===== src/bst_pkg.sv =====
package bst_pkg;
  localparam int        IR_W          = 16;
  localparam logic [15:0] OP_BYPASS0  = 16'h0000;
  localparam logic [15:0] OP_BYPASS1  = 16'hFFFF;
  localparam logic [15:0] OP_SAMPLE   = 16'hFFF8;
  localparam logic [15:0] OP_EXTEST   = 16'hFFE8;
  localparam logic [15:0] OP_CLAMP    = 16'hFFEF;
  localparam logic [15:0] OP_IDCODE   = 16'hFFFE;
  localparam logic [15:0] OP_HIGHZ    = 16'hFFCF;
  localparam logic [15:0] OP_INTSEL   = 16'hFFFD;
  localparam logic [15:0] IR_CAPTURE  = 16'h0001;
  localparam int        RESET_TMS_CNT = 5;
  localparam int        INT_DR_W      = 32;

  typedef enum logic [3:0] {
    BST_TLR, BST_RTI, BST_SEL_DR, BST_CAP_DR, BST_SHIFT_DR, BST_EXIT1_DR, BST_PAUSE_DR,
    BST_EXIT2_DR, BST_UPD_DR, BST_SEL_IR, BST_CAP_IR, BST_SHIFT_IR, BST_EXIT1_IR,
    BST_PAUSE_IR, BST_EXIT2_IR, BST_UPD_IR
  } bst_state_t;
endpackage


===== src/bst_cell_if.sv =====
`timescale 1ns/1ps
interface bst_cell_if #(parameter int N = 8);
  logic [N-1:0] pin_in;
  logic         capture;
  logic         shift;
  logic         update;
  logic         sin;
  logic         sout;
  logic [N-1:0] upd;
  modport tap (output capture, shift, update, sin, input sout, upd, pin_in);
  modport chain (input capture, shift, update, sin, pin_in, output sout, upd);
endinterface


===== src/bst_tap.sv =====
`timescale 1ns/1ps
// Contract
// - four-pin test port with state machine, instruction register, data registers
// - tms and tdi taken on each rising test-clock edge
// - test port owns shared pins only while test mode is asserted
// - sixteen-bit instruction; all zeros and all ones select bypass
// - sample/preload and extest drive the boundary register normally
// - clamp, idcode and highz decoded with standard behaviour
// - private code selects an internal data register
// - idcode shifts a fixed 32-bit identity out of tdo
// - every digital pin has a boundary cell; analog and crystal pins none
module bst_tap #(
  parameter int          NPIN    = 8,
  parameter logic [31:0] ID_CODE = 32'h1234_5671  // arbitrary value
) (
  input  wire logic            CLK,
  input  wire logic            RSTN,
  input  wire logic            TEST_MODE,
  input  wire logic            TCK,
  input  wire logic            TMS,
  input  wire logic            TDI,
  input  wire logic [NPIN-1:0] CORE_OUT,
  input  wire logic [NPIN-1:0] CORE_OE,
  input  wire logic [NPIN-1:0] PIN_IN,
  output logic                 TDO,
  output logic                 TDO_OE,
  output logic [NPIN-1:0]      PIN_OUT,
  output logic [NPIN-1:0]      PIN_OE,
  output logic [NPIN-1:0]      CORE_IN
);
  logic [2:0] tck_s;
  logic [1:0] tms_s, tdi_s, mode_s;
  logic [NPIN-1:0] pin_s1, pin_s2;
  bst_pkg::bst_state_t state, next_state;
  logic [15:0] ir_sh, ir;
  logic        byp;
  logic [31:0] id_sh, int_sh, int_reg;
  logic [NPIN-1:0] oe_upd;

  bst_cell_if #(.N(2 * NPIN)) cb ();

  always_ff @(posedge CLK) begin
    if (!RSTN) begin
      tck_s  <= 3'h0;
      tms_s  <= 2'h3;
      tdi_s  <= 2'h0;
      mode_s <= 2'h0;
      pin_s1 <= '0;
      pin_s2 <= '0;
    end else begin
      tck_s  <= {tck_s[1:0], TCK};
      tms_s  <= {tms_s[0], TMS};
      tdi_s  <= {tdi_s[0], TDI};
      mode_s <= {mode_s[0], TEST_MODE};
      pin_s1 <= PIN_IN;
      pin_s2 <= pin_s1;
    end
  end

  wire tck_rise = tck_s[1] & ~tck_s[2];
  wire tck_fall = ~tck_s[1] & tck_s[2];
  wire tms      = tms_s[1];
  wire tdi      = tdi_s[1];
  wire active   = mode_s[1];
  wire step     = active & tck_rise;

  // instruction decode
  wire is_sample = (ir == bst_pkg::OP_SAMPLE);
  wire is_extest = (ir == bst_pkg::OP_EXTEST);
  wire is_clamp  = (ir == bst_pkg::OP_CLAMP);
  wire is_highz  = (ir == bst_pkg::OP_HIGHZ);
  wire is_id     = (ir == bst_pkg::OP_IDCODE);
  wire is_int    = (ir == bst_pkg::OP_INTSEL);
  wire is_bnd    = is_sample | is_extest;
  wire is_byp    = ~(is_bnd | is_id | is_int);
  wire drive_pins = is_extest | is_clamp;

  always_comb begin
    next_state = state;
    unique case (state)
      bst_pkg::BST_TLR:      next_state = tms ? bst_pkg::BST_TLR : bst_pkg::BST_RTI;
      bst_pkg::BST_RTI:      next_state = tms ? bst_pkg::BST_SEL_DR : bst_pkg::BST_RTI;
      bst_pkg::BST_SEL_DR:   next_state = tms ? bst_pkg::BST_SEL_IR : bst_pkg::BST_CAP_DR;
      bst_pkg::BST_CAP_DR:   next_state = tms ? bst_pkg::BST_EXIT1_DR : bst_pkg::BST_SHIFT_DR;
      bst_pkg::BST_SHIFT_DR: next_state = tms ? bst_pkg::BST_EXIT1_DR : bst_pkg::BST_SHIFT_DR;
      bst_pkg::BST_EXIT1_DR: next_state = tms ? bst_pkg::BST_UPD_DR : bst_pkg::BST_PAUSE_DR;
      bst_pkg::BST_PAUSE_DR: next_state = tms ? bst_pkg::BST_EXIT2_DR : bst_pkg::BST_PAUSE_DR;
      bst_pkg::BST_EXIT2_DR: next_state = tms ? bst_pkg::BST_UPD_DR : bst_pkg::BST_SHIFT_DR;
      bst_pkg::BST_UPD_DR:   next_state = tms ? bst_pkg::BST_SEL_DR : bst_pkg::BST_RTI;
      bst_pkg::BST_SEL_IR:   next_state = tms ? bst_pkg::BST_TLR : bst_pkg::BST_CAP_IR;
      bst_pkg::BST_CAP_IR:   next_state = tms ? bst_pkg::BST_EXIT1_IR : bst_pkg::BST_SHIFT_IR;
      bst_pkg::BST_SHIFT_IR: next_state = tms ? bst_pkg::BST_EXIT1_IR : bst_pkg::BST_SHIFT_IR;
      bst_pkg::BST_EXIT1_IR: next_state = tms ? bst_pkg::BST_UPD_IR : bst_pkg::BST_PAUSE_IR;
      bst_pkg::BST_PAUSE_IR: next_state = tms ? bst_pkg::BST_EXIT2_IR : bst_pkg::BST_PAUSE_IR;
      bst_pkg::BST_EXIT2_IR: next_state = tms ? bst_pkg::BST_UPD_IR : bst_pkg::BST_SHIFT_IR;
      bst_pkg::BST_UPD_IR:   next_state = tms ? bst_pkg::BST_SEL_DR : bst_pkg::BST_RTI;
    endcase
  end

  wire in_cap_dr = (state == bst_pkg::BST_CAP_DR);
  wire in_sh_dr  = (state == bst_pkg::BST_SHIFT_DR);
  wire in_upd_dr = (state == bst_pkg::BST_UPD_DR);
  wire in_sh_ir  = (state == bst_pkg::BST_SHIFT_IR);

  // boundary register: per digital pin one input cell and one output cell
  assign cb.pin_in  = {pin_s2, CORE_OE & CORE_OUT};
  assign cb.capture = step & in_cap_dr & is_bnd;
  assign cb.shift   = step & in_sh_dr & is_bnd;
  assign cb.update  = step & in_upd_dr & is_bnd;
  assign cb.sin     = tdi;

  bst_chain #(.N(2 * NPIN)) u_chain (
    .CLK  (CLK),
    .RSTN (RSTN),
    .bus  (cb)
  );

  wire dr_out = is_bnd ? cb.sout : is_id ? id_sh[0] : is_int ? int_sh[0] : byp;
  wire tdo_src = in_sh_ir ? ir_sh[0] : dr_out;

  always_ff @(posedge CLK) begin
    if (!RSTN) begin
      state <= bst_pkg::BST_TLR;
    end else if (!active) begin
      state <= bst_pkg::BST_TLR;
    end else if (tck_rise) begin
      state <= next_state;
    end
  end

  always_ff @(posedge CLK) begin
    if (!RSTN || state == bst_pkg::BST_TLR) begin
      ir    <= bst_pkg::OP_IDCODE;
      ir_sh <= 16'h0000;
    end else if (step) begin
      unique case (state)
        bst_pkg::BST_CAP_IR:   ir_sh <= bst_pkg::IR_CAPTURE;
        bst_pkg::BST_SHIFT_IR: ir_sh <= {tdi, ir_sh[15:1]};
        bst_pkg::BST_UPD_IR:   ir    <= ir_sh;
        default:               ir_sh <= ir_sh;
      endcase
    end
  end

  always_ff @(posedge CLK) begin
    if (!RSTN) begin
      byp     <= 1'b0;
      id_sh   <= 32'h0000_0000;
      int_sh  <= 32'h0000_0000;
      int_reg <= 32'h0000_0000;
    end else if (step) begin
      if (in_cap_dr) begin
        byp    <= 1'b0;
        id_sh  <= ID_CODE;
        int_sh <= int_reg;
      end else if (in_sh_dr) begin
        byp <= tdi;
        if (is_id) id_sh <= {tdi, id_sh[31:1]};
        if (is_int) int_sh <= {tdi, int_sh[31:1]};
      end else if (in_upd_dr && is_int) begin
        int_reg <= int_sh;
      end
    end
  end

  always_ff @(posedge CLK) begin
    if (!RSTN) begin
      TDO      <= 1'b0;
      TDO_OE   <= 1'b0;
    end else begin
      if (!active) begin
        TDO_OE <= 1'b0;
      end else if (tck_fall) begin
        TDO    <= tdo_src;
        TDO_OE <= (state == bst_pkg::BST_SHIFT_IR) | (state == bst_pkg::BST_SHIFT_DR);
      end
    end
  end

  genvar p;
  generate
    for (p = 0; p < NPIN; p++) begin : g_oe
      assign oe_upd[p] = cb.upd[p];
    end
  endgenerate

  always_ff @(posedge CLK) begin
    if (!RSTN) begin
      PIN_OUT <= '0;
      PIN_OE  <= '0;
      CORE_IN <= '0;
    end else if (active && is_highz) begin
      PIN_OE  <= '0;
      CORE_IN <= pin_s2;
    end else if (active && drive_pins) begin
      PIN_OUT <= cb.upd[NPIN-1:0];
      PIN_OE  <= oe_upd | cb.upd[NPIN-1:0];
      CORE_IN <= cb.upd[2*NPIN-1:NPIN];
    end else begin
      PIN_OUT <= CORE_OUT;
      PIN_OE  <= CORE_OE;
      CORE_IN <= pin_s2;
    end
  end
endmodule // bst_tap


===== src/bst_chain.sv =====
`timescale 1ns/1ps
module bst_chain #(
  parameter int N = 8
) (
  input wire logic CLK,
  input wire logic RSTN,
  bst_cell_if.chain bus
);
  logic [N-1:0] cap;
  logic [N-1:0] upd;
  genvar g;
  generate
    for (g = 0; g < N; g++) begin : g_cell
      logic next_in;
      // the last cell takes tdi; the others take their upstream neighbour
      if (g == N - 1) begin : g_last
        assign next_in = bus.sin;
      end else begin : g_mid
        assign next_in = cap[g + 1];
      end
      always_ff @(posedge CLK) begin
        if (!RSTN) begin
          cap[g] <= 1'b0;
          upd[g] <= 1'b0;
        end else begin
          if (bus.capture) cap[g] <= bus.pin_in[g];
          else if (bus.shift) cap[g] <= next_in;
          if (bus.update) upd[g] <= cap[g];
        end
      end
    end
  endgenerate
  assign bus.sout = cap[0];
  assign bus.upd  = upd;
endmodule // bst_chain


===== config.mk =====
export PLATFORM = sky130hd
export DESIGN_NAME = bst_tap
export DESIGN_NICKNAME = d
export VERILOG_FILES = /design/src/bst_pkg.sv /design/src/bst_cell_if.sv /design/src/bst_tap.sv /design/src/bst_chain.sv
export SDC_FILE = /design/constraint.sdc
export NUM_CORES = 1
export LEC_CHECK = 0
export BUFFER_PORTS_ARGS = -buffer_cell sky130_fd_sc_hd__clkbuf_2
export CORE_ASPECT_RATIO = 1.2
export CORE_MARGIN = 2
export CORE_UTILIZATION = 40
export DETAILED_ROUTE_END_ITERATION = 10
export MAX_ROUTING_LAYER = met4
export PLACE_DENSITY = 0.6
export SLEW_MARGIN = 30
export SYNTH_ARGS = -nofsm -noshare
export SYNTH_HDL_FRONTEND = slang
export SYNTH_SLANG_ARGS = --single-unit

===== constraint.sdc =====
create_clock -name CLK -period 3 [get_ports CLK]
set_input_delay 0.3 -clock CLK [delete_from_list [all_inputs] [get_ports CLK]]
set_output_delay 0.3 -clock CLK [all_outputs]
set_load 0.005 [all_outputs]

**Word-level counts from Yosys, hierarchy flattened**

Index checks and enable logic that the tools add are counted.

- Bits in registers: 216
- Logic and storage cells: 175

- Equal/unequal tests: 21
- Mux-type cells: 62
- Bitwise gates (word level): 19
- Reductions and logical operators: 23

Operator list:

| operator | count |
|---|---|
| two-way mux 32 bit | 6 |
| == test 16 bit, second input constant | 6 |
| case mux 4 bit (12 select lines) | 1 |
| two-way mux 1 bit | 41 |
| == test 4 bit, second input constant | 8 |
| two-way mux 8 bit | 4 |
| case mux 16 bit (2 select lines) | 1 |
| == test 4 x 3 -> 1 bit, second input constant | 4 |
| two-way mux 4 bit | 4 |
| AND reduction 2 bit | 5 |
| nonzero test 2 bit | 5 |
| AND 1 bit | 9 |
| AND 8 bit | 1 |
| == test 4 x 2 -> 1 bit, second input constant | 2 |
| bitwise OR 8 bit | 1 |
| two-way mux 2 bit | 3 |
| two-way mux 3 bit | 2 |
| AND reduction 3 bit | 2 |
| OR reduction 2 bit | 3 |
| NOT 1 bit | 5 |
| == test 4 x 1 -> 1 bit, second input constant | 1 |
| logical NOT 4 bit | 1 |
| AND reduction 4 bit | 1 |
| logical AND 1 bit | 3 |
| 4 further kinds | 6 |

**Depth between registers and ports, before layout**

Gate-level depths: netlist of run 1.

- Word-level depth: 7
- Depth in mapped cells: 8

**Cells and area by module**

Synthesis of run 1 repeated with hierarchy kept, for this count alone.

- Cell total of the unflattened synthesis: 1,007
- Area total of the unflattened synthesis: 8,996.1 µm²

By module, submodules not included:

| module | instances | cells an instance | area an instance (µm²) | seq. area each (µm²) |
|---|---|---|---|---|
| bst_tap | 1 | 885 | 7,547.2 | 3,683.5 |
| bst_chain | 1 | 122 | 1,448.9 | 640.6 |

**Worst setup path before layout of run 1**

Ideal clock, no wire load.

- Path type: register to register
- Start: reg state[1]
- End: reg id_sh[12]
- Library setup time: 119 ps
- Arrival: 2,068 ps
- Data required time: 2,881 ps
- Path slack: 813 ps
- Cell stages (with the launch flop): 7
- Period minus slack after synthesis: 2,187 ps
- Cells stage by stage: dfxtp_1 buf_2 or3b_1 a211o_2 or4_4 buf_6 o221a_1

- Longest elaborated chain between the ends: 3
- Elaborated cells on any way between the ends: 6
- Classes of those cells: eq/ne (2); mux (1); reduce/logical (3)

Ends and longest elaborated chain:

| element | line | text |
|---|---|---|
| from (decl) | bst_tap.sv:34 | `bst_pkg::bst_state_t state, next_state;` |
| from (signal assigned) | bst_tap.sv:123 | `state <= bst_pkg::BST_TLR;` |
| from (signal assigned) | bst_tap.sv:125 | `state <= bst_pkg::BST_TLR;` |
| from (signal assigned) | bst_tap.sv:127 | `state <= next_state;` |
| == test 4 x 2 -> 1 bit / == test 4 x 3 -> 1 bit (equally long branches) | bst_tap.sv:100, bst_tap.sv:101 |  |
| nonzero test 2 bit (no source line) | n/a |  |
| AND reduction 3 bit (no source line) | n/a |  |
| to (signal assigned) | bst_tap.sv:158 | `if (is_id) id_sh <= {tdi, id_sh[31:1]};` |
| to (decl) | bst_tap.sv:37 | `logic [31:0] id_sh, int_sh, int_reg;` |

Parallel ways exist; a longest one is shown, timed or not.
A chain may end at the register's enable or synchronous reset.

**Final worst setup path of run 1**

- Start: reg state[1]
- End: reg id_sh[6]

Same word-level chain as after synthesis.

==> results of run 1 <==
==> layout make-up <==
class                      count  area [um2]
clock inverter                11         148
sequential                   216        4320
tap                          265         332
inverter                       5        20.0
fill                        2002       10600
multi-input combinational    643        3640
clock buffer                  29         617
timing repair buffer          89         581
==> power by group <==
part	leakage [nW]	switching (mW)	total (mW)	internal, mW
logic	1.56	0.0736	0.133	0.0596
registers	1.75	0.0143	2.91	2.90
clock network	0.377	1.12	2.84	1.72
total	3.69	1.21	5.88	4.67
==> through the flow <==
| step | hold slack [ns] | instance area (um2) | std cells |
|---|---|---|---|
| after detailed placement | 0.393 | 8790 | 1208 |
| after CTS | 0.00909 | 9660 | 1258 |
| after global routing | 0.0143 | 9660 | 1258 |
| after global placement | 0.389 | 8790 | 1208 |
| after floorplan | 0.386 | 8260 | 937 |
| final | 0.0278 | 9660 | 1258 |
==> worst max path at each step <==
| stage | slack (ns) | cells after the start | end |
|---|---|---|---|
| 2_1_floorplan | 0.81 | 6 | id_sh[12]$_SDFFE_PN0P_ |
| 3_3_place_gp | 0.68 | 4 | id_sh[18]$_SDFFE_PN0P_ |
| 3_5_place_dp | 0.63 | 4 | id_sh[12]$_SDFFE_PN0P_ |
| 4_1_cts | 0.64 | 4 | id_sh[10]$_SDFFE_PN0P_ |
| 5_1_grt | 0.53 | 5 | PIN_OE[0]$_SDFF_PP0_ |
| 6_report | 0.65 | 4 | id_sh[6]$_SDFFE_PN0P_ |
==> cell usage in the layout (no fill, tap or decap), types with 3 or more instances in the layout <==
master         synthesis  layout
nand4_1                7       7
nor4_1                 6       6
clkbuf_2               0      55
buf_4                  2      22
o21ai_1                9       9
bufinv_16              0       3
nor2b_1                5       4
o21ai_0               23      23
clkbuf_16              0      22
o221a_1               12      12
nand3b_1               4       4
inv_1                  4       4
dfxtp_1              216     216
a22oi_1               33      33
nand2_1              186     186
mux2i_1               48      48
clkbuf_8               0       4
clkinv_2               0       6
a31oi_1               10      10
dlygate4sd3_1          0      10
a21oi_1               92      92
clkbuf_1              55       3
nand2b_1               4       4
and2_1                35      35
or3_1                  6       6
a211oi_1              34      34
nand3_1               19      19
nor3_1                 5       5
nor2_1                76      76
==> kinds of logic after synthesis <==
family                 count (synthesis)  share of synthesized area, %
flip-flops                           216                          52.4
AO/OA/AOI/OAI                        226                          17.3
buffers and inverters                 78                          3.92
multiplexers                          49                          5.96
AND/OR/NAND/NOR                      367                          20.3
XOR/XNOR                               1                         0.106
==> metal layers <==
metal  wire length (um)  GRT usage, %
met1               8240          20.9
met2               8430          28.1
met3                627          2.45
met4                324          4.17
met5                  0             -
==> results.yml, run 1 <==
cts:
  h-tree-depth: 1
  hold_buffers: 10
  clockBufferDepth: 3
  post_cts_resized: 0
  numCtsBuffers: 22
  insertion_delay_ns: 0.51
  root_buffer: "clkbuf_16"
  cts_tree: "yes"
  post_cts_buffers: 0
  clk_pin_slew_ns: 0.06
  clkSinkCount: 216
setup_path:
  worst-setup-path-type: "reg -> reg"
  crit_chain: "or3b_1 > a211o_2 > or4_4 > o221a_1"
  rrSetupSlack_ns: 0.65
  worstReg2RegStart: "state[1]$_SDFFE_PN0P_"
  critPathLaunch: "state[1]$_SDFFE_PN0P_"
  rr_worst_depth: 4
  worst_path_max_delay_cell: "or4_4"
  critPathTopFamily: "simple AND/OR/NAND/NOR gates"
  critical_path_required_ns: 3.39
  critPathMaxStageDelay_ns: 0.65
  cp_max_fo: 17
  start_kind: "flip-flop"
  critPathBufInv: 0
  cp-end-kind: "flip-flop"
  reg2reg_to: "id_sh[6]$_SDFFE_PN0P_"
  critPathArrivalTime_ns: 2.74
logic_synthesis:
  synthesis.nets: 967
  async_flop_share_pct: 0
  synth_ff_type: "dfxtp_1"
  synth.most_common_cell: "dfxtp_1"
  yosysWarnings: 0
  synth_cell_type_count: 52
  synth_top_cell_by_area: "dfxtp_1"
  ys_ff_latch: 216
  postSynthAreaPerCell_um2: 8.81
  synth_area_leaders: "dfxtp_1, nand2_1, mux2i_1"
  synth-seq-area-share_pct: 52.4
  synthCells: 937
  netlist.area_leader.share_pct: 52.4
  synth_edf_count: 0
  yosys-top-cells-count: "dfxtp_1, nand2_1, a21oi_1"
  synth_area_mm2: 0.00826
grt:
  grt_max_degree: 109
  grt_usage_pct: 16.6
  first_global_vias: 6138
  antenna_found_initial: 0
  overflow: 0
  grt_pass1_wl_um: 29800
floorplan:
  fp-row-count: 57
  die_area_mm2: 0.0218
  fp.dieW_um: 135
  core_area_mm2: 0.0203
  initial_core_util_pct: 40.8
  die_h_um: 161
  pin_count: 56
placement:
  gp_congestion: 0.795
  port_buffers: 55
  pre_cts_slack_ns: 0.635
  hpwl_um: 10700
timing:
  setup_violations: 0
  worstMarginPinSlew_ns: 0.926
  post-route-min-period_ns: 2.35
  hold_viol: 0
  finClkSkew_ns: 0.00961
  drv_slew: 0
  finalCritPeriodShare_pct: 78.2
  relSlewSlack_pct: 38.0
  fmax_ghz: 0.426
  setup_slack_ns: 0.653
  final.setup.tns_ns: 0
  rsz0062_at_grt: "false"
routing:
  ant_nets: 0
  drcViolationCount: 0
  drt_wl_total_um: 17600
  via_per_inst: 5.13
  wl_per_cell_um: 14.0
  dr.pass1.iters: 4
  drtIter0Drc: 355
  num_vias: 6455
pwr:
  p_per_area_mw_per_mm2: 609
  leakagePower_nw: 3.69
  fin_total_pwr_mw: 5.88
  irDropWorstVdd_v: 0.000360
status:
  status: "finished, final reports clean"
cells_and_area:
  fin_util_pct: 47.7
  area_delta_synth_final_pct: 17.0
  drive_gt1_share_pct: 13.1
  n_antenna_cell: 0
  fin_nets: 1007
min_path:
  hold_path_depth: 2
  hp-class: "in -> reg"
  min-delay-start: "TEST_MODE"
  hold_end: "mode_s[0]$_SDFF_PN0_"
job:
  drv_cap: 0
Note: power is estimated with default switching activity, not from simulation.
==> run 2, diff against run 1 <==
- clock period: 3 -> 2.2 ns (I/O delays scaled with it)
==> results.yml, run 2 (same netlist as run 1, synthesis figures left out) <==
grt:
  grt_usage_pct: 16.7
  grt_pass1_wl_um: 30000
  grt_max_degree: 64
  overflow: 0
  antenna_found_initial: 0
  first_global_vias: 6287
timing:
  relSlewSlack_pct: 63.0
  final.setup.tns_ns: 0
  drv_slew: 0
  rsz0062_at_grt: "true"
  finClkSkew_ns: 0.0223
  worstMarginPinSlew_ns: 0.555
  finalCritPeriodShare_pct: 94.9
  post-route-min-period_ns: 2.09
  hold_ws_ns: 0.129
  hold_viol: 0
  setup_slack_ns: 0.112
  fmax_ghz: 0.479
  setup_violations: 0
cts:
  insertion_delay_ns: 0.52
  numCtsBuffers: 24
  h-tree-depth: 1
  cts_tree: "yes"
  clockBufferDepth: 3
  root_buffer: "clkbuf_16"
  clkSinkCount: 216
  clk_pin_slew_ns: 0.06
routing:
  ant_nets: 0
  drcViolationCount: 0
  via_per_inst: 5.08
  drt_wl_total_um: 17800
  wl_per_cell_um: 13.8
  drtIter0Drc: 311
  dr.pass1.iters: 4
  num_vias: 6584
pwr:
  leakagePower_nw: 3.90
  irDropWorstVdd_v: 0.000864
  fin_total_pwr_mw: 8.51
  p_per_area_mw_per_mm2: 839
cells_and_area:
  n_antenna_cell: 0
  stdcell_area_mm2: 0.0101
  drive_gt1_share_pct: 14.3
  fin_cells: 1295
  nFillCells: 1931
  area_delta_synth_final_pct: 22.8
  most-common-layout-cells: "dfxtp_1, nand2_1, a21oi_1"
  fin_nets: 1042
  mostFrequentLayoutCell: "dfxtp_1"
  fin_util_pct: 50.1
placement:
  port_buffers: 55
  dp.cells: 1223
  gp_congestion: 0.778
  pre_cts_slack_ns: 0.114
  dpl_cell_area_mm2: 0.00898
  hpwl_um: 11100
setup_path:
  worst-setup-path-type: "reg -> reg"
  worstReg2RegStart: "state[0]$_SDFFE_PN0P_"
  critPathArrivalTime_ns: 2.50
  critPathLaunch: "state[0]$_SDFFE_PN0P_"
  critical_path_required_ns: 2.61
  cp-end-kind: "flip-flop"
  start_kind: "flip-flop"
  cp_max_fo: 13
  rrSetupSlack_ns: 0.11
floorplan:
  die_area_mm2: 0.0218
  fp-row-count: 57
  die_h_um: 161
  fp.dieW_um: 135
  core_area_mm2: 0.0203
  initial_core_util_pct: 40.8
  pin_count: 56
status:
  status: "finished, final reports clean"
job:
  drv_cap: 0
min_path:
  min-delay-start: "RSTN"
  hp-class: "in -> reg"
## run 2: cell count changes in the layout (fill, tap and decap cells not counted)
cell / previous run / this run
buf_12: 2 / 9
buf_4: 22 / 30
bufinv_16: 3 / 5
clkbuf_1: 3 / 6
clkbuf_16: 22 / 24
clkinv_2: 6 / 3
clkinv_4: 0 / 1
dlygate4sd3_1: 10 / 28
inv_6: 1 / 0
nor4_1: 6 / 5
nor4_2: 0 / 1
o41ai_2: 0 / 1
o41ai_4: 1 / 0
## run 2: area by class of cell
class,count,area (um2),area share [%]
Sequential cell,216,4320,42.7
Multi-Input combinational cell,643,3630,35.8
Timing Repair Buffer,122,961,9.48
Clock buffer,34,678,6.69
Tap cell,265,332,3.27
Clock inverter,10,193,1.90
Inverter,5,20.0,0.197
## run 2: final timing paths
kind / to / cells past startpoint
setup / recovery: id_sh[21]$_SDFFE_PN0P_ / 4
hold / removal: tms_s[1]$_SDFF_PN1_ / 3
setup reg to reg: id_sh[21]$_SDFFE_PN0P_ / 4
hold reg to reg: tms_s[1]$_SDFF_PN1_ / 1
## run 2: layer usage
layer,routed length (um),global-route usage [%],vias up
met5,0,-,-
met1,8430,20.8,3046
li1,-,-,3407
met4,368,4.21,0
met3,613,2.35,26
met2,8430,28.6,105
## run 2: timing repair
action                                 4_1_cts  5_1_grt
endpoints found under the hold margin       28        0
gates resized for setup                      0        1
hold buffers                                28        0
setup endpoints to repair                    0        1
setup buffers                                0        0
## run 2: where the power goes
part | switching (mW) | internal [mW] | total (mW)
Combinational | 0.108 | 0.108 | 0.216
Clock | 1.58 | 2.74 | 4.32
Sequential | 0.0175 | 3.95 | 3.97
Total | 1.71 | 6.80 | 8.51
## run 2: worst max-delay path: stages (launching register included)
cell and delay, ns:
dfxtp_1 0.31, or3b_1 0.37, a211o_2 0.40, or4_4 0.65, o221a_1 0.26
